`config.mk`:
```
export PLATFORM = sky130hd
export DESIGN_NAME = home_return_count_sequencer
export DESIGN_NICKNAME = d
export VERILOG_FILES = /design/src/logic/home_return_pkg.sv /design/src/logic/motion_if.sv /design/src/logic/home_return_count_sequencer.sv /design/src/logic/speed_ramp.sv
export SDC_FILE = /design/constraint.sdc
export NUM_CORES = 1
export LEC_CHECK = 0
export BUFFER_PORTS_ARGS = -buffer_cell sky130_fd_sc_hd__buf_2
export CORE_ASPECT_RATIO = 0.6
export CORE_UTILIZATION = 40
export DETAILED_ROUTE_END_ITERATION = 12
export GPL_TIMING_DRIVEN = 1
export SLEW_MARGIN = 20
export SYNTH_ARGS = -nofsm -noshare
export SYNTH_HDL_FRONTEND = slang
export SYNTH_SLANG_ARGS = --single-unit
```
`constraint.sdc`:
```
create_clock -name core_clk -period 7.2 [get_ports core_clk]
set_input_delay 0.36 -clock core_clk [delete_from_list [all_inputs] [get_ports core_clk]]
set_output_delay 0.36 -clock core_clk [all_outputs]
set_load 0.005 [all_outputs]
```
`src/logic/home_return_pkg.sv`:
```
// constants, state codes and timing figures for the home-return sequencer
// assumes a single 10 MHz core clock and that all users import this package
package home_return_pkg;
	// ==========================================================
	// timing
	localparam int unsigned CORE_CLK_HZ = 10_000_000;
	localparam int unsigned CLEAR_TIME_MS = 10;
	localparam int unsigned CLEAR_CYCLES_DEF = CLEAR_TIME_MS * (CORE_CLK_HZ / 1000);
	localparam int unsigned RAMP_TICK_US = 100;
	localparam int unsigned RAMP_TICK_CYCLES = RAMP_TICK_US * (CORE_CLK_HZ / 1_000_000);

	// ==========================================================
	// widths and codes
	localparam int unsigned SPEED_W = 18;
	localparam int unsigned DIST_W = 32;
	localparam int unsigned PHASE_W = 24;
	localparam logic [15:0] ERR_NONE = 16'h0000;
	localparam logic [15:0] ERR_ZERO_ON = 16'h04B0;

	typedef enum logic [1:0] {
		METHOD_STOPPER3 = 2'h0,
		METHOD_COUNT1 = 2'h1,
		METHOD_COUNT2 = 2'h2
	} method_e;

	// gray codes along the usual path idle-search-slow-wait-clear
	typedef enum logic [3:0] {
		ST_IDLE = 4'h0,
		ST_SEARCH = 4'h1,
		ST_SLOW = 4'h3,
		ST_WAIT_ZERO = 4'h2,
		ST_CLEAR = 4'h6,
		ST_DECEL_STOP = 4'h7,
		ST_RETRY_STOP = 4'h5,
		ST_RETRY_REV = 4'h4,
		ST_STROKE_STOP = 4'hC,
		ST_CREEP3 = 4'h8
	} state_e;
endpackage

```
`src/logic/motion_if.sv`:
```
// speed command and status between sequencer and pulse generator
// assumes both ends sit on core_clk
`timescale 1ns/1ps
`default_nettype none
interface motion_if;
	import home_return_pkg::*;
	logic [SPEED_W-1:0] targetSpeed;
	logic [SPEED_W-1:0] biasSpeed;
	logic [SPEED_W-1:0] accelStep;
	logic [SPEED_W-1:0] decelStep;
	logic direction;
	logic halt;
	logic [SPEED_W-1:0] speed;
	logic atTarget;
	logic stopped;
	logic pulse;
	modport seq (output targetSpeed, biasSpeed, accelStep, decelStep, direction, halt,
		input speed, atTarget, stopped, pulse);
	modport gen (input targetSpeed, biasSpeed, accelStep, decelStep, direction, halt,
		output speed, atTarget, stopped, pulse);
endinterface
`default_nettype wire

```
`src/logic/home_return_count_sequencer.sv`:
```
// home-return sequencer: stopper three, count one and count two methods
// assumes pin inputs are asynchronous and start is a core_clk pulse
`timescale 1ns/1ps
`default_nettype none
module home_return_count_sequencer #(
	parameter int unsigned CLEAR_CYCLES = home_return_pkg::CLEAR_CYCLES_DEF
) (
	input wire logic core_clk,
	input wire logic reset_n,
	input wire logic homeStartInstruction,
	input wire home_return_pkg::method_e methodSel,
	input wire logic limitsSelected,
	input wire logic homeDirection,
	input wire logic [home_return_pkg::SPEED_W-1:0] searchSpeed,
	input wire logic [home_return_pkg::SPEED_W-1:0] creepSpeed,
	input wire logic [home_return_pkg::SPEED_W-1:0] biasSpeed,
	input wire logic [home_return_pkg::SPEED_W-1:0] accelStep,
	input wire logic [home_return_pkg::SPEED_W-1:0] stopDecelStep,
	input wire logic [home_return_pkg::DIST_W-1:0] postDogDistance,
	input wire logic cpuRun,
	input wire logic dogIn,
	input wire logic zeroIn,
	input wire logic limitHomeIn,
	input wire logic limitOppIn,
	input wire logic driveReadyIn,
	output logic pulseOut,
	output logic directionOut,
	output logic deviationClear,
	output logic homeDoneFlag,
	output logic homeRequestFlag,
	output logic busy,
	output logic strokeStop,
	output logic [15:0] errorCode
);
	import home_return_pkg::*;

	// ==========================================================
	// pin synchronisers; first stage read only by the second
	logic [5:0] pinMeta_reg, pinSync_reg;
	always_ff @(posedge core_clk or negedge reset_n) begin
		if (!reset_n) begin
			pinMeta_reg <= '0;
			pinSync_reg <= '0;
		end else begin
			pinMeta_reg <= {cpuRun, driveReadyIn, limitOppIn, limitHomeIn, zeroIn, dogIn};
			pinSync_reg <= pinMeta_reg;
		end
	end
	logic dog, zero, limitHomeOk, limitOppOk, driveReady, runSync;
	assign {runSync, driveReady, limitOppOk, limitHomeOk, zero, dog} = pinSync_reg;

	// edge history for ready loss and stop-to-run
	logic driveReadyOld_reg, runOld_reg;
	always_ff @(posedge core_clk or negedge reset_n) begin
		if (!reset_n) begin
			driveReadyOld_reg <= 1'b0;
			runOld_reg <= 1'b0;
		end else begin
			driveReadyOld_reg <= driveReady;
			runOld_reg <= runSync;
		end
	end

	// ==========================================================
	// ramp generator
	motion_if mot ();
	speed_ramp u_ramp (
		.core_clk(core_clk),
		.reset_n(reset_n),
		.m(mot)
	);

	// ==========================================================
	// state and working registers
	state_e state_reg, state_next;
	method_e method_reg;
	logic retryBack_reg;
	logic reverse_reg;
	logic [DIST_W-1:0] dist_reg;
	logic [31:0] clearCnt_reg;

	logic startOk, zeroRefused, isCount, moving, oppTrip, homeTrip, distDone, clearDone;
	assign startOk = homeStartInstruction && (state_reg == ST_IDLE);
	assign zeroRefused = startOk && (methodSel == METHOD_STOPPER3) && zero;
	assign isCount = (method_reg != METHOD_STOPPER3);
	assign moving = (state_reg == ST_SEARCH) || (state_reg == ST_SLOW) ||
		(state_reg == ST_WAIT_ZERO) || (state_reg == ST_CREEP3) ||
		(state_reg == ST_RETRY_REV);
	assign oppTrip = limitsSelected && !limitOppOk && moving;
	assign homeTrip = limitsSelected && !limitHomeOk && isCount;
	assign distDone = (dist_reg >= postDogDistance);
	assign clearDone = (clearCnt_reg == CLEAR_CYCLES - 1);

	// ==========================================================
	// next state
	always_comb begin
		state_next = state_reg;
		case (state_reg)
			ST_IDLE: begin
				if (startOk && !zeroRefused) begin
					if (methodSel == METHOD_STOPPER3) state_next = ST_CREEP3;
					else if (dog) state_next = ST_RETRY_REV;
					else state_next = ST_SEARCH;
				end
			end
			ST_CREEP3: begin
				if (oppTrip) state_next = ST_STROKE_STOP;
				else if (zero) state_next = ST_CLEAR;
			end
			ST_SEARCH: begin
				if (oppTrip) state_next = ST_STROKE_STOP;
				else if (homeTrip) state_next = ST_RETRY_STOP;
				else if (dog) state_next = ST_SLOW;
			end
			ST_SLOW: begin
				if (oppTrip) state_next = ST_STROKE_STOP;
				else if (distDone && method_reg == METHOD_COUNT2) state_next = ST_DECEL_STOP;
				else if (distDone) state_next = ST_WAIT_ZERO;
			end
			ST_WAIT_ZERO: begin
				if (oppTrip) state_next = ST_STROKE_STOP;
				else if (zero) state_next = ST_CLEAR;
			end
			ST_CLEAR: begin
				if (clearDone) state_next = ST_IDLE;
			end
			ST_DECEL_STOP: begin
				if (mot.stopped) state_next = ST_IDLE;
			end
			ST_RETRY_STOP: begin
				if (mot.stopped) state_next = retryBack_reg ? ST_SEARCH : ST_RETRY_REV;
			end
			ST_RETRY_REV: begin
				// reverse until the dog has been passed, then come back
				if (oppTrip) state_next = ST_STROKE_STOP;
				else if (retryBack_reg && !dog) state_next = ST_RETRY_STOP;
			end
			ST_STROKE_STOP: begin
				if (mot.stopped) state_next = ST_IDLE;
			end
			default: state_next = ST_IDLE;
		endcase
	end

	// ==========================================================
	// state register and method latch
	always_ff @(posedge core_clk or negedge reset_n) begin
		if (!reset_n) begin
			state_reg <= ST_IDLE;
			method_reg <= METHOD_STOPPER3;
		end else begin
			state_reg <= state_next;
			if (startOk) method_reg <= methodSel;
		end
	end

	// retry bookkeeping: retryBack set once the dog is seen while reversing
	always_ff @(posedge core_clk or negedge reset_n) begin
		if (!reset_n) begin
			retryBack_reg <= 1'b0;
			reverse_reg <= 1'b0;
		end else if (state_reg == ST_IDLE) begin
			retryBack_reg <= 1'b0;
			reverse_reg <= startOk && methodSel != METHOD_STOPPER3 && dog;
		end else if (state_reg == ST_RETRY_REV) begin
			reverse_reg <= 1'b1;
			if (dog) retryBack_reg <= 1'b1;
		end else if (state_reg == ST_RETRY_STOP && mot.stopped) begin
			reverse_reg <= !retryBack_reg;
		end
	end

	// post-dog travel counted in output pulses
	always_ff @(posedge core_clk or negedge reset_n) begin
		if (!reset_n) dist_reg <= '0;
		else if (state_reg != ST_SLOW) dist_reg <= '0;
		else if (mot.pulse) dist_reg <= dist_reg + DIST_W'(1);
	end

	// clear pulse timer; width fixed whatever the speed was
	always_ff @(posedge core_clk or negedge reset_n) begin
		if (!reset_n) clearCnt_reg <= '0;
		else if (state_reg != ST_CLEAR) clearCnt_reg <= '0;
		else clearCnt_reg <= clearCnt_reg + 32'h1;
	end

	// ==========================================================
	// motion command; zero past the distance halts at once even mid-slowdown
	logic haltNow;
	assign haltNow = (state_reg == ST_CLEAR) || (state_reg == ST_IDLE) ||
		(state_reg == ST_DECEL_STOP && mot.speed > creepSpeed);
	always_comb begin
		mot.targetSpeed = '0;
		case (state_reg)
			ST_SEARCH: mot.targetSpeed = searchSpeed;
			ST_RETRY_REV: mot.targetSpeed = searchSpeed;
			ST_CREEP3: mot.targetSpeed = creepSpeed;
			ST_SLOW: mot.targetSpeed = creepSpeed;
			ST_WAIT_ZERO: mot.targetSpeed = creepSpeed;
			default: mot.targetSpeed = '0;
		endcase
	end
	assign mot.biasSpeed = biasSpeed;
	assign mot.accelStep = accelStep;
	assign mot.decelStep = (state_reg == ST_DECEL_STOP) ? stopDecelStep : accelStep;
	assign mot.direction = homeDirection ^ reverse_reg;
	assign mot.halt = haltNow;

	// ==========================================================
	// flags; request set wins over any clear in the same cycle
	logic reqSet, doneSet;
	assign reqSet = startOk || (driveReadyOld_reg && !driveReady) ||
		(runSync && !runOld_reg);
	assign doneSet = (state_reg == ST_CLEAR && clearDone) ||
		(state_reg == ST_DECEL_STOP && mot.stopped);
	always_ff @(posedge core_clk or negedge reset_n) begin
		if (!reset_n) begin
			homeRequestFlag <= 1'b1;
			homeDoneFlag <= 1'b0;
			errorCode <= ERR_NONE;
			strokeStop <= 1'b0;
			deviationClear <= 1'b0;
			pulseOut <= 1'b0;
			directionOut <= 1'b0;
		end else begin
			if (reqSet) homeRequestFlag <= 1'b1;
			else if (doneSet) homeRequestFlag <= 1'b0;
			if (startOk) homeDoneFlag <= 1'b0;
			else if (doneSet) homeDoneFlag <= 1'b1;
			if (zeroRefused) errorCode <= ERR_ZERO_ON;
			else if (startOk) errorCode <= ERR_NONE;
			if (startOk) strokeStop <= 1'b0;
			else if (oppTrip) strokeStop <= 1'b1;
			// count two never reaches the clear state
			deviationClear <= (state_next == ST_CLEAR);
			pulseOut <= mot.pulse;
			directionOut <= mot.direction;
		end
	end
	assign busy = (state_reg != ST_IDLE);

	// ==========================================================
	// checks
	property p_zero_refuse;
		@(posedge core_clk) disable iff (!reset_n)
		zeroRefused |=> errorCode == ERR_ZERO_ON && state_reg == ST_IDLE;
	endproperty
	a_zero_refuse: assert property (p_zero_refuse) else $error("zero-on start not refused");

	property p_clear_end;
		@(posedge core_clk) disable iff (!reset_n)
		$fell(deviationClear) |-> homeDoneFlag && $past(clearCnt_reg) == CLEAR_CYCLES - 1;
	endproperty
	a_clear_end: assert property (p_clear_end) else $error("clear pulse width or done wrong");

	property p_count2_noclear;
		@(posedge core_clk) disable iff (!reset_n)
		method_reg == METHOD_COUNT2 && busy |-> ##1 !deviationClear;
	endproperty
	a_count2_noclear: assert property (p_count2_noclear) else $error("clear in count two");

	property p_start_request;
		@(posedge core_clk) disable iff (!reset_n)
		startOk |=> homeRequestFlag && !homeDoneFlag;
	endproperty
	a_start_request: assert property (p_start_request) else $error("start left request low");

	property p_dog_slow;
		@(posedge core_clk) disable iff (!reset_n)
		state_reg == ST_SEARCH && dog && !oppTrip && !homeTrip |=> state_reg == ST_SLOW;
	endproperty
	a_dog_slow: assert property (p_dog_slow) else $error("dog did not start slowdown");

	property p_stopper_zero;
		@(posedge core_clk) disable iff (!reset_n)
		state_reg == ST_CREEP3 && zero && !oppTrip |=> mot.halt ##1 mot.stopped;
	endproperty
	a_stopper_zero: assert property (p_stopper_zero) else $error("zero did not end run");

	property p_stopper_noretry;
		@(posedge core_clk) disable iff (!reset_n)
		method_reg == METHOD_STOPPER3 |-> state_reg != ST_RETRY_STOP && state_reg != ST_RETRY_REV;
	endproperty
	a_stopper_noretry: assert property (p_stopper_noretry) else $error("retry in stopper");

	property p_stroke;
		@(posedge core_clk) disable iff (!reset_n)
		oppTrip |=> state_reg == ST_STROKE_STOP && strokeStop;
	endproperty
	a_stroke: assert property (p_stroke) else $error("stroke limit ignored");

	property p_ready_loss;
		@(posedge core_clk) disable iff (!reset_n)
		driveReadyOld_reg && !driveReady |=> homeRequestFlag;
	endproperty
	a_ready_loss: assert property (p_ready_loss) else $error("ready loss kept request low");

	c_count1_done: cover property (@(posedge core_clk) disable iff (!reset_n)
		method_reg == METHOD_COUNT1 && $rose(homeDoneFlag));
	c_count2_done: cover property (@(posedge core_clk) disable iff (!reset_n)
		method_reg == METHOD_COUNT2 && $rose(homeDoneFlag));
	c_retry: cover property (@(posedge core_clk) disable iff (!reset_n)
		state_reg == ST_RETRY_REV ##1 state_reg == ST_RETRY_STOP);
	c_stopper_done: cover property (@(posedge core_clk) disable iff (!reset_n)
		method_reg == METHOD_STOPPER3 && $rose(homeDoneFlag));
	c_creep_held: cover property (@(posedge core_clk) state_reg == ST_CREEP3 && mot.atTarget);
endmodule
`default_nettype wire

```
`src/logic/speed_ramp.sv`:
```
// trapezoid speed ramp and pulse-train generator
// assumes steps are per ramp tick and speeds are in pulses per second
`timescale 1ns/1ps
`default_nettype none
module speed_ramp (
	input wire logic core_clk,
	input wire logic reset_n,
	motion_if.gen m
);
	import home_return_pkg::*;

	// ==========================================================
	// ramp tick divider
	logic [15:0] tickCnt_reg;
	logic tick;
	assign tick = (tickCnt_reg == 16'(RAMP_TICK_CYCLES - 1));
	always_ff @(posedge core_clk or negedge reset_n) begin
		if (!reset_n) tickCnt_reg <= '0;
		else tickCnt_reg <= tick ? '0 : tickCnt_reg + 16'h0001;
	end

	// ==========================================================
	// speed update; a start jumps straight to the bias speed, or to the target speed when that is lower
	logic [SPEED_W-1:0] speed_reg, speed_next;
	logic [SPEED_W:0] upSum;
	logic [SPEED_W-1:0] upSpeed, downSpeed, startSpeed;
	assign upSum = {1'b0, speed_reg} + {1'b0, m.accelStep};
	assign upSpeed = (upSum > {1'b0, m.targetSpeed}) ? m.targetSpeed : upSum[SPEED_W-1:0];
	// sum kept one bit wider so a large step cannot wrap the compare
	assign downSpeed = ({1'b0, speed_reg} > {1'b0, m.targetSpeed} + {1'b0, m.decelStep}) ?
		speed_reg - m.decelStep : m.targetSpeed;
	assign startSpeed = (m.biasSpeed < m.targetSpeed) ? m.biasSpeed : m.targetSpeed;
	always_comb begin
		speed_next = speed_reg;
		if (m.halt) speed_next = '0;
		else if (m.targetSpeed == '0 && speed_reg <= m.biasSpeed) speed_next = '0;
		else if (speed_reg < startSpeed) speed_next = startSpeed;
		else if (tick && speed_reg < m.targetSpeed) speed_next = upSpeed;
		else if (tick && speed_reg > m.targetSpeed) speed_next = downSpeed;
	end
	always_ff @(posedge core_clk or negedge reset_n) begin
		if (!reset_n) speed_reg <= '0;
		else speed_reg <= speed_next;
	end

	// ==========================================================
	// phase accumulator: one pulse per CORE_CLK_HZ of accumulated speed
	logic [PHASE_W-1:0] phase_reg;
	logic [PHASE_W-1:0] phaseSum;
	logic pulse_reg;
	logic wrap;
	assign phaseSum = phase_reg + PHASE_W'(speed_reg);
	assign wrap = (phaseSum >= PHASE_W'(CORE_CLK_HZ));
	always_ff @(posedge core_clk or negedge reset_n) begin
		if (!reset_n) begin
			phase_reg <= '0;
			pulse_reg <= 1'b0;
		end else begin
			phase_reg <= (speed_reg == '0) ? '0 : (wrap ? phaseSum - PHASE_W'(CORE_CLK_HZ) : phaseSum);
			pulse_reg <= (speed_reg != '0) && wrap;
		end
	end

	assign m.speed = speed_reg;
	assign m.pulse = pulse_reg;
	assign m.stopped = (speed_reg == '0);
	assign m.atTarget = (speed_reg == m.targetSpeed);

	// ==========================================================
	// checks
	property p_halt_zero;
		@(posedge core_clk) disable iff (!reset_n)
		m.halt |=> speed_reg == '0;
	endproperty
	a_halt_zero: assert property (p_halt_zero) else $error("halt did not zero the speed");

	property p_no_pulse_idle;
		@(posedge core_clk) disable iff (!reset_n)
		$past(speed_reg) == '0 |-> !pulse_reg;
	endproperty
	a_no_pulse_idle: assert property (p_no_pulse_idle) else $error("pulse while stopped");
endmodule
`default_nettype wire

```
==> impl_metrics.json <==
{
  "grt_first_pass_wirelength_microns": 79300,
  "reg2reg_to": "u_ramp.m.speed[4]",
  "slew_viol_final": 0,
  "ant_nets": 0,
  "drt_pre_antenna_iters": 5,
  "wl_per_cell_microns": 19.9,
  "synth_top_cell_area_share_pct": 24.1,
  "combPwrFrac_pct": 74.4,
  "holdWs_ps": 4.96,
  "area_delta_synth_final_pct": 13.2,
  "place_congestion": 0.994,
  "die_w_microns": 258,
  "pwr-share-seq_pct": 14.3,
  "power.switching_mw": 4.43,
  "max-cap-violations": 0,
  "syn_inst": 1882,
  "p_int_mw": 4.06,
  "dieArea_sq_um": 40100,
  "arrival_ps": 7190,
  "nets": 2412,
  "seq_area_frac_synth_pct": 24.2,
  "path_class": "flop to flop",
  "synth_area_per_cell_sq_um": 8.34,
  "core_sq_um": 38200,
  "io_pins": 158,
  "vdd_ir_drop_max_uv": 196,
  "cp-start-kind": "flop",
  "use_met2_pct": 33.8,
  "initial_utilization_pct": 41.1,
  "final-instance-count-excl-fill": 2570,
  "crit_path_max_fanout": 30,
  "antenna_found_initial": 2,
  "pwr-share-clk_pct": 11.3,
  "drtIter0Drc": 1335,
  "place.detailed.hpwl_microns": 41000,
  "total_leakage_power_nw": 8.53,
  "grt_max_degree": 88,
  "yosysMostFrequentCell": "ha_1",
  "hold_path_class": "primary input to async pin",
  "grt_pass1_vias": 13702,
  "vias_per_cell": 5.74,
  "io_buffers": 145,
  "top_usage_layer": "met1",
  "fin_crit_sh_pct": 95.1,
  "r2r_slack_ps": 360,
  "ys_types": 98,
  "root_buffer": "clkbuf_16",
  "globalRouteTotalUtil_pct": 25.6,
  "skew_ps": 13.1,
  "outcome": "finished, final reports clean",
  "clock_path_buffers": 2,
  "rows": 55,
  "htreeDepth": 4,
  "timing.final.crit_period_ps": 6840,
  "r2r_start": "state_reg[0]",
  "synth_ff_type": "dfrtp_1",
  "gr-usage-met3_pct": 6.92,
  "syn-cell-area_sq_um": 15700,
  "r2r_cells": 25,
  "gr-total-overflow": 0,
  "final-setup-viol-count": 0,
  "drive_gt1_share_pct": 13.3,
  "clk_pin_slew_ps": 80,
  "switching_share_pct": 52.2,
  "hold_viol_final": 0,
  "fmax_mhz": 146,
  "synth.area.top_cells": "dfrtp_1, ha_1, a21oi_1",
  "dpl.cell_count": 2530,
  "synth_edf_count": 0,
  "numClockSinks": 152,
  "end_kind": "flop",
  "insertion_delay_ps": 460,
  "synth.top_cells.by_count": "ha_1, nor2_1, dfrtp_1",
  "powerDensity_nw_per_um2": 478,
  "cts_tree": "done",
  "yosys_warnings": 0,
  "cp.required_ps": 7550,
  "yosys.area.top_type": "dfrtp_1",
  "num_vias": 14761,
  "ys_ff_latch": 152,
  "drc": 0,
  "worst_pin_slew_ps": 1200,
  "totalWireLength_microns": 51200,
  "slew-limit-headroom_pct": 20.1,
  "async_flop_share_pct": 100,
  "use_met1_pct": 39.4,
  "die_h_microns": 155,
  "numCtsBuffers": 17
}
cell type report:
cell class              instances  area, sq um
multi-input cells            1539        11100
flip-flops and latches        152         3800
clock inverters                14          163
inverters                     139          522
well taps                     513          642
clock buffers                  18          439
repair buffers                193         1100
fillers                      3798        20400
diodes                          2         5.00
worst max path at each step:
stage                 start            endpoint  slack, ps
2_1_floorplan  state_reg[3]  u_ramp.m.speed[10]       1010
3_3_place_gp   state_reg[3]  u_ramp.m.speed[15]        100
3_5_place_dp   state_reg[3]   u_ramp.m.speed[5]         40
4_1_cts        state_reg[1]   u_ramp.m.speed[5]        130
5_1_grt        state_reg[3]  u_ramp.m.speed[17]         -5
6_report       state_reg[0]   u_ramp.m.speed[4]        360
cell usage in the layout, fill, tap and decap left out, types with 8 or more instances in the layout:
cell type  count
a22oi_1       18
nand2b_1      16
a31oi_1       13
dfrtp_1      151
nand2_1      147
and2_1        11
nand3_1       58
o211ai_1      16
nand4_1       49
a211o_1       10
mux2i_1       15
o21a_1        34
o21ai_1       15
a22o_1         8
nor2_1       162
buf_2        144
nor2b_1       34
ha_1         231
nor4_1        20
clkbuf_16     17
or3_1         25
conb_1        12
a21oi_1      126
xnor2_1       58
a32o_1        14
o21ai_0       91
and3_1        17
buf_4         44
a211oi_1      14
a2bb2oi_1     15
mux2_2        10
nor3_1        35
a21o_1        59
inv_1        139
xor2_1        70
cells by family after synthesis:
| logic type | after synthesis | share of synthesized area (%) |
|---|---|---|
| AO/OA/AOI/OAI | 513 | 22.4 |
| XOR/XNOR | 128 | 7.14 |
| adder cells (fa/ha/maj) | 235 | 18.9 |
| buffers and inverters | 202 | 5.63 |
| flip-flops | 152 | 24.2 |
| multiplexers | 25 | 1.67 |
| other | 1 | 0.0239 |
| AND/OR/NAND/NOR | 626 | 20.0 |
stage by stage:
stage	setup WS (ps)	utilization, %	power (mW)	area, sq um	TNS, ps
3_5_place_dp	44.4	44.7	7.27	17100	0
6_report	355	46.5	8.49	17800	0
3_3_place_gp	103	44.7	7.15	17100	0
2_1_floorplan	1010	-	5.59	15700	0
5_1_grt	-4.92	46.5	9.18	17800	-4.92
4_1_cts	132	46.4	8.28	17700	0
what timing repair did:
action / in CTS / in global routing
endpoints found under the hold margin: 4 / 0
hold buffers: 4 / 0
pin swaps: 0 / 1
buffers inserted: 0 / 2
gates resized for setup: 1 / 8
setup endpoints to repair: 3 / 18
worst max-delay path: stages (launching register included):
cell,delay [ps]
dfrtp_1,380
buf_4,230
or2_2,350
nor2_1,370
a21o_1,450
inv_1,220
fa_1,500
nor2b_1,130
o21a_1,150
o21ai_1,110
a21oi_1,350
a41oi_1,280
a211oi_1,550
nor2b_1,120
xor2_1,170
ha_1,300
nand2_1,80
nor3_1,60
o21a_1,110
o41ai_1,540
a311oi_2,170
buf_4,190
buf_4,180
a22o_1,210
a211o_1,280
a32o_1,250
layer usage:
layer  vias up  share of wire [%]
met4         0                1.9
li1       7177                  -
met5         -                  0
met3        47                8.3
met1      7071                 51
met2       466                 39
power by group through the flow:
| stage | sequential [mW] | combinational, mW | clock, mW |
|---|---|---|---|
| 2_1_floorplan | 1.18 | 4.41 | 0 |
| 3_5_place_dp | 1.23 | 6.04 | 0 |
| 4_1_cts | 1.21 | 6.09 | 0.978 |
| 5_1_grt | 1.23 | 6.94 | 1.02 |
| 3_3_place_gp | 1.22 | 5.92 | 0 |
| 6_report | 1.21 | 6.32 | 0.964 |
Note: power is estimated with default switching activity, not from simulation.
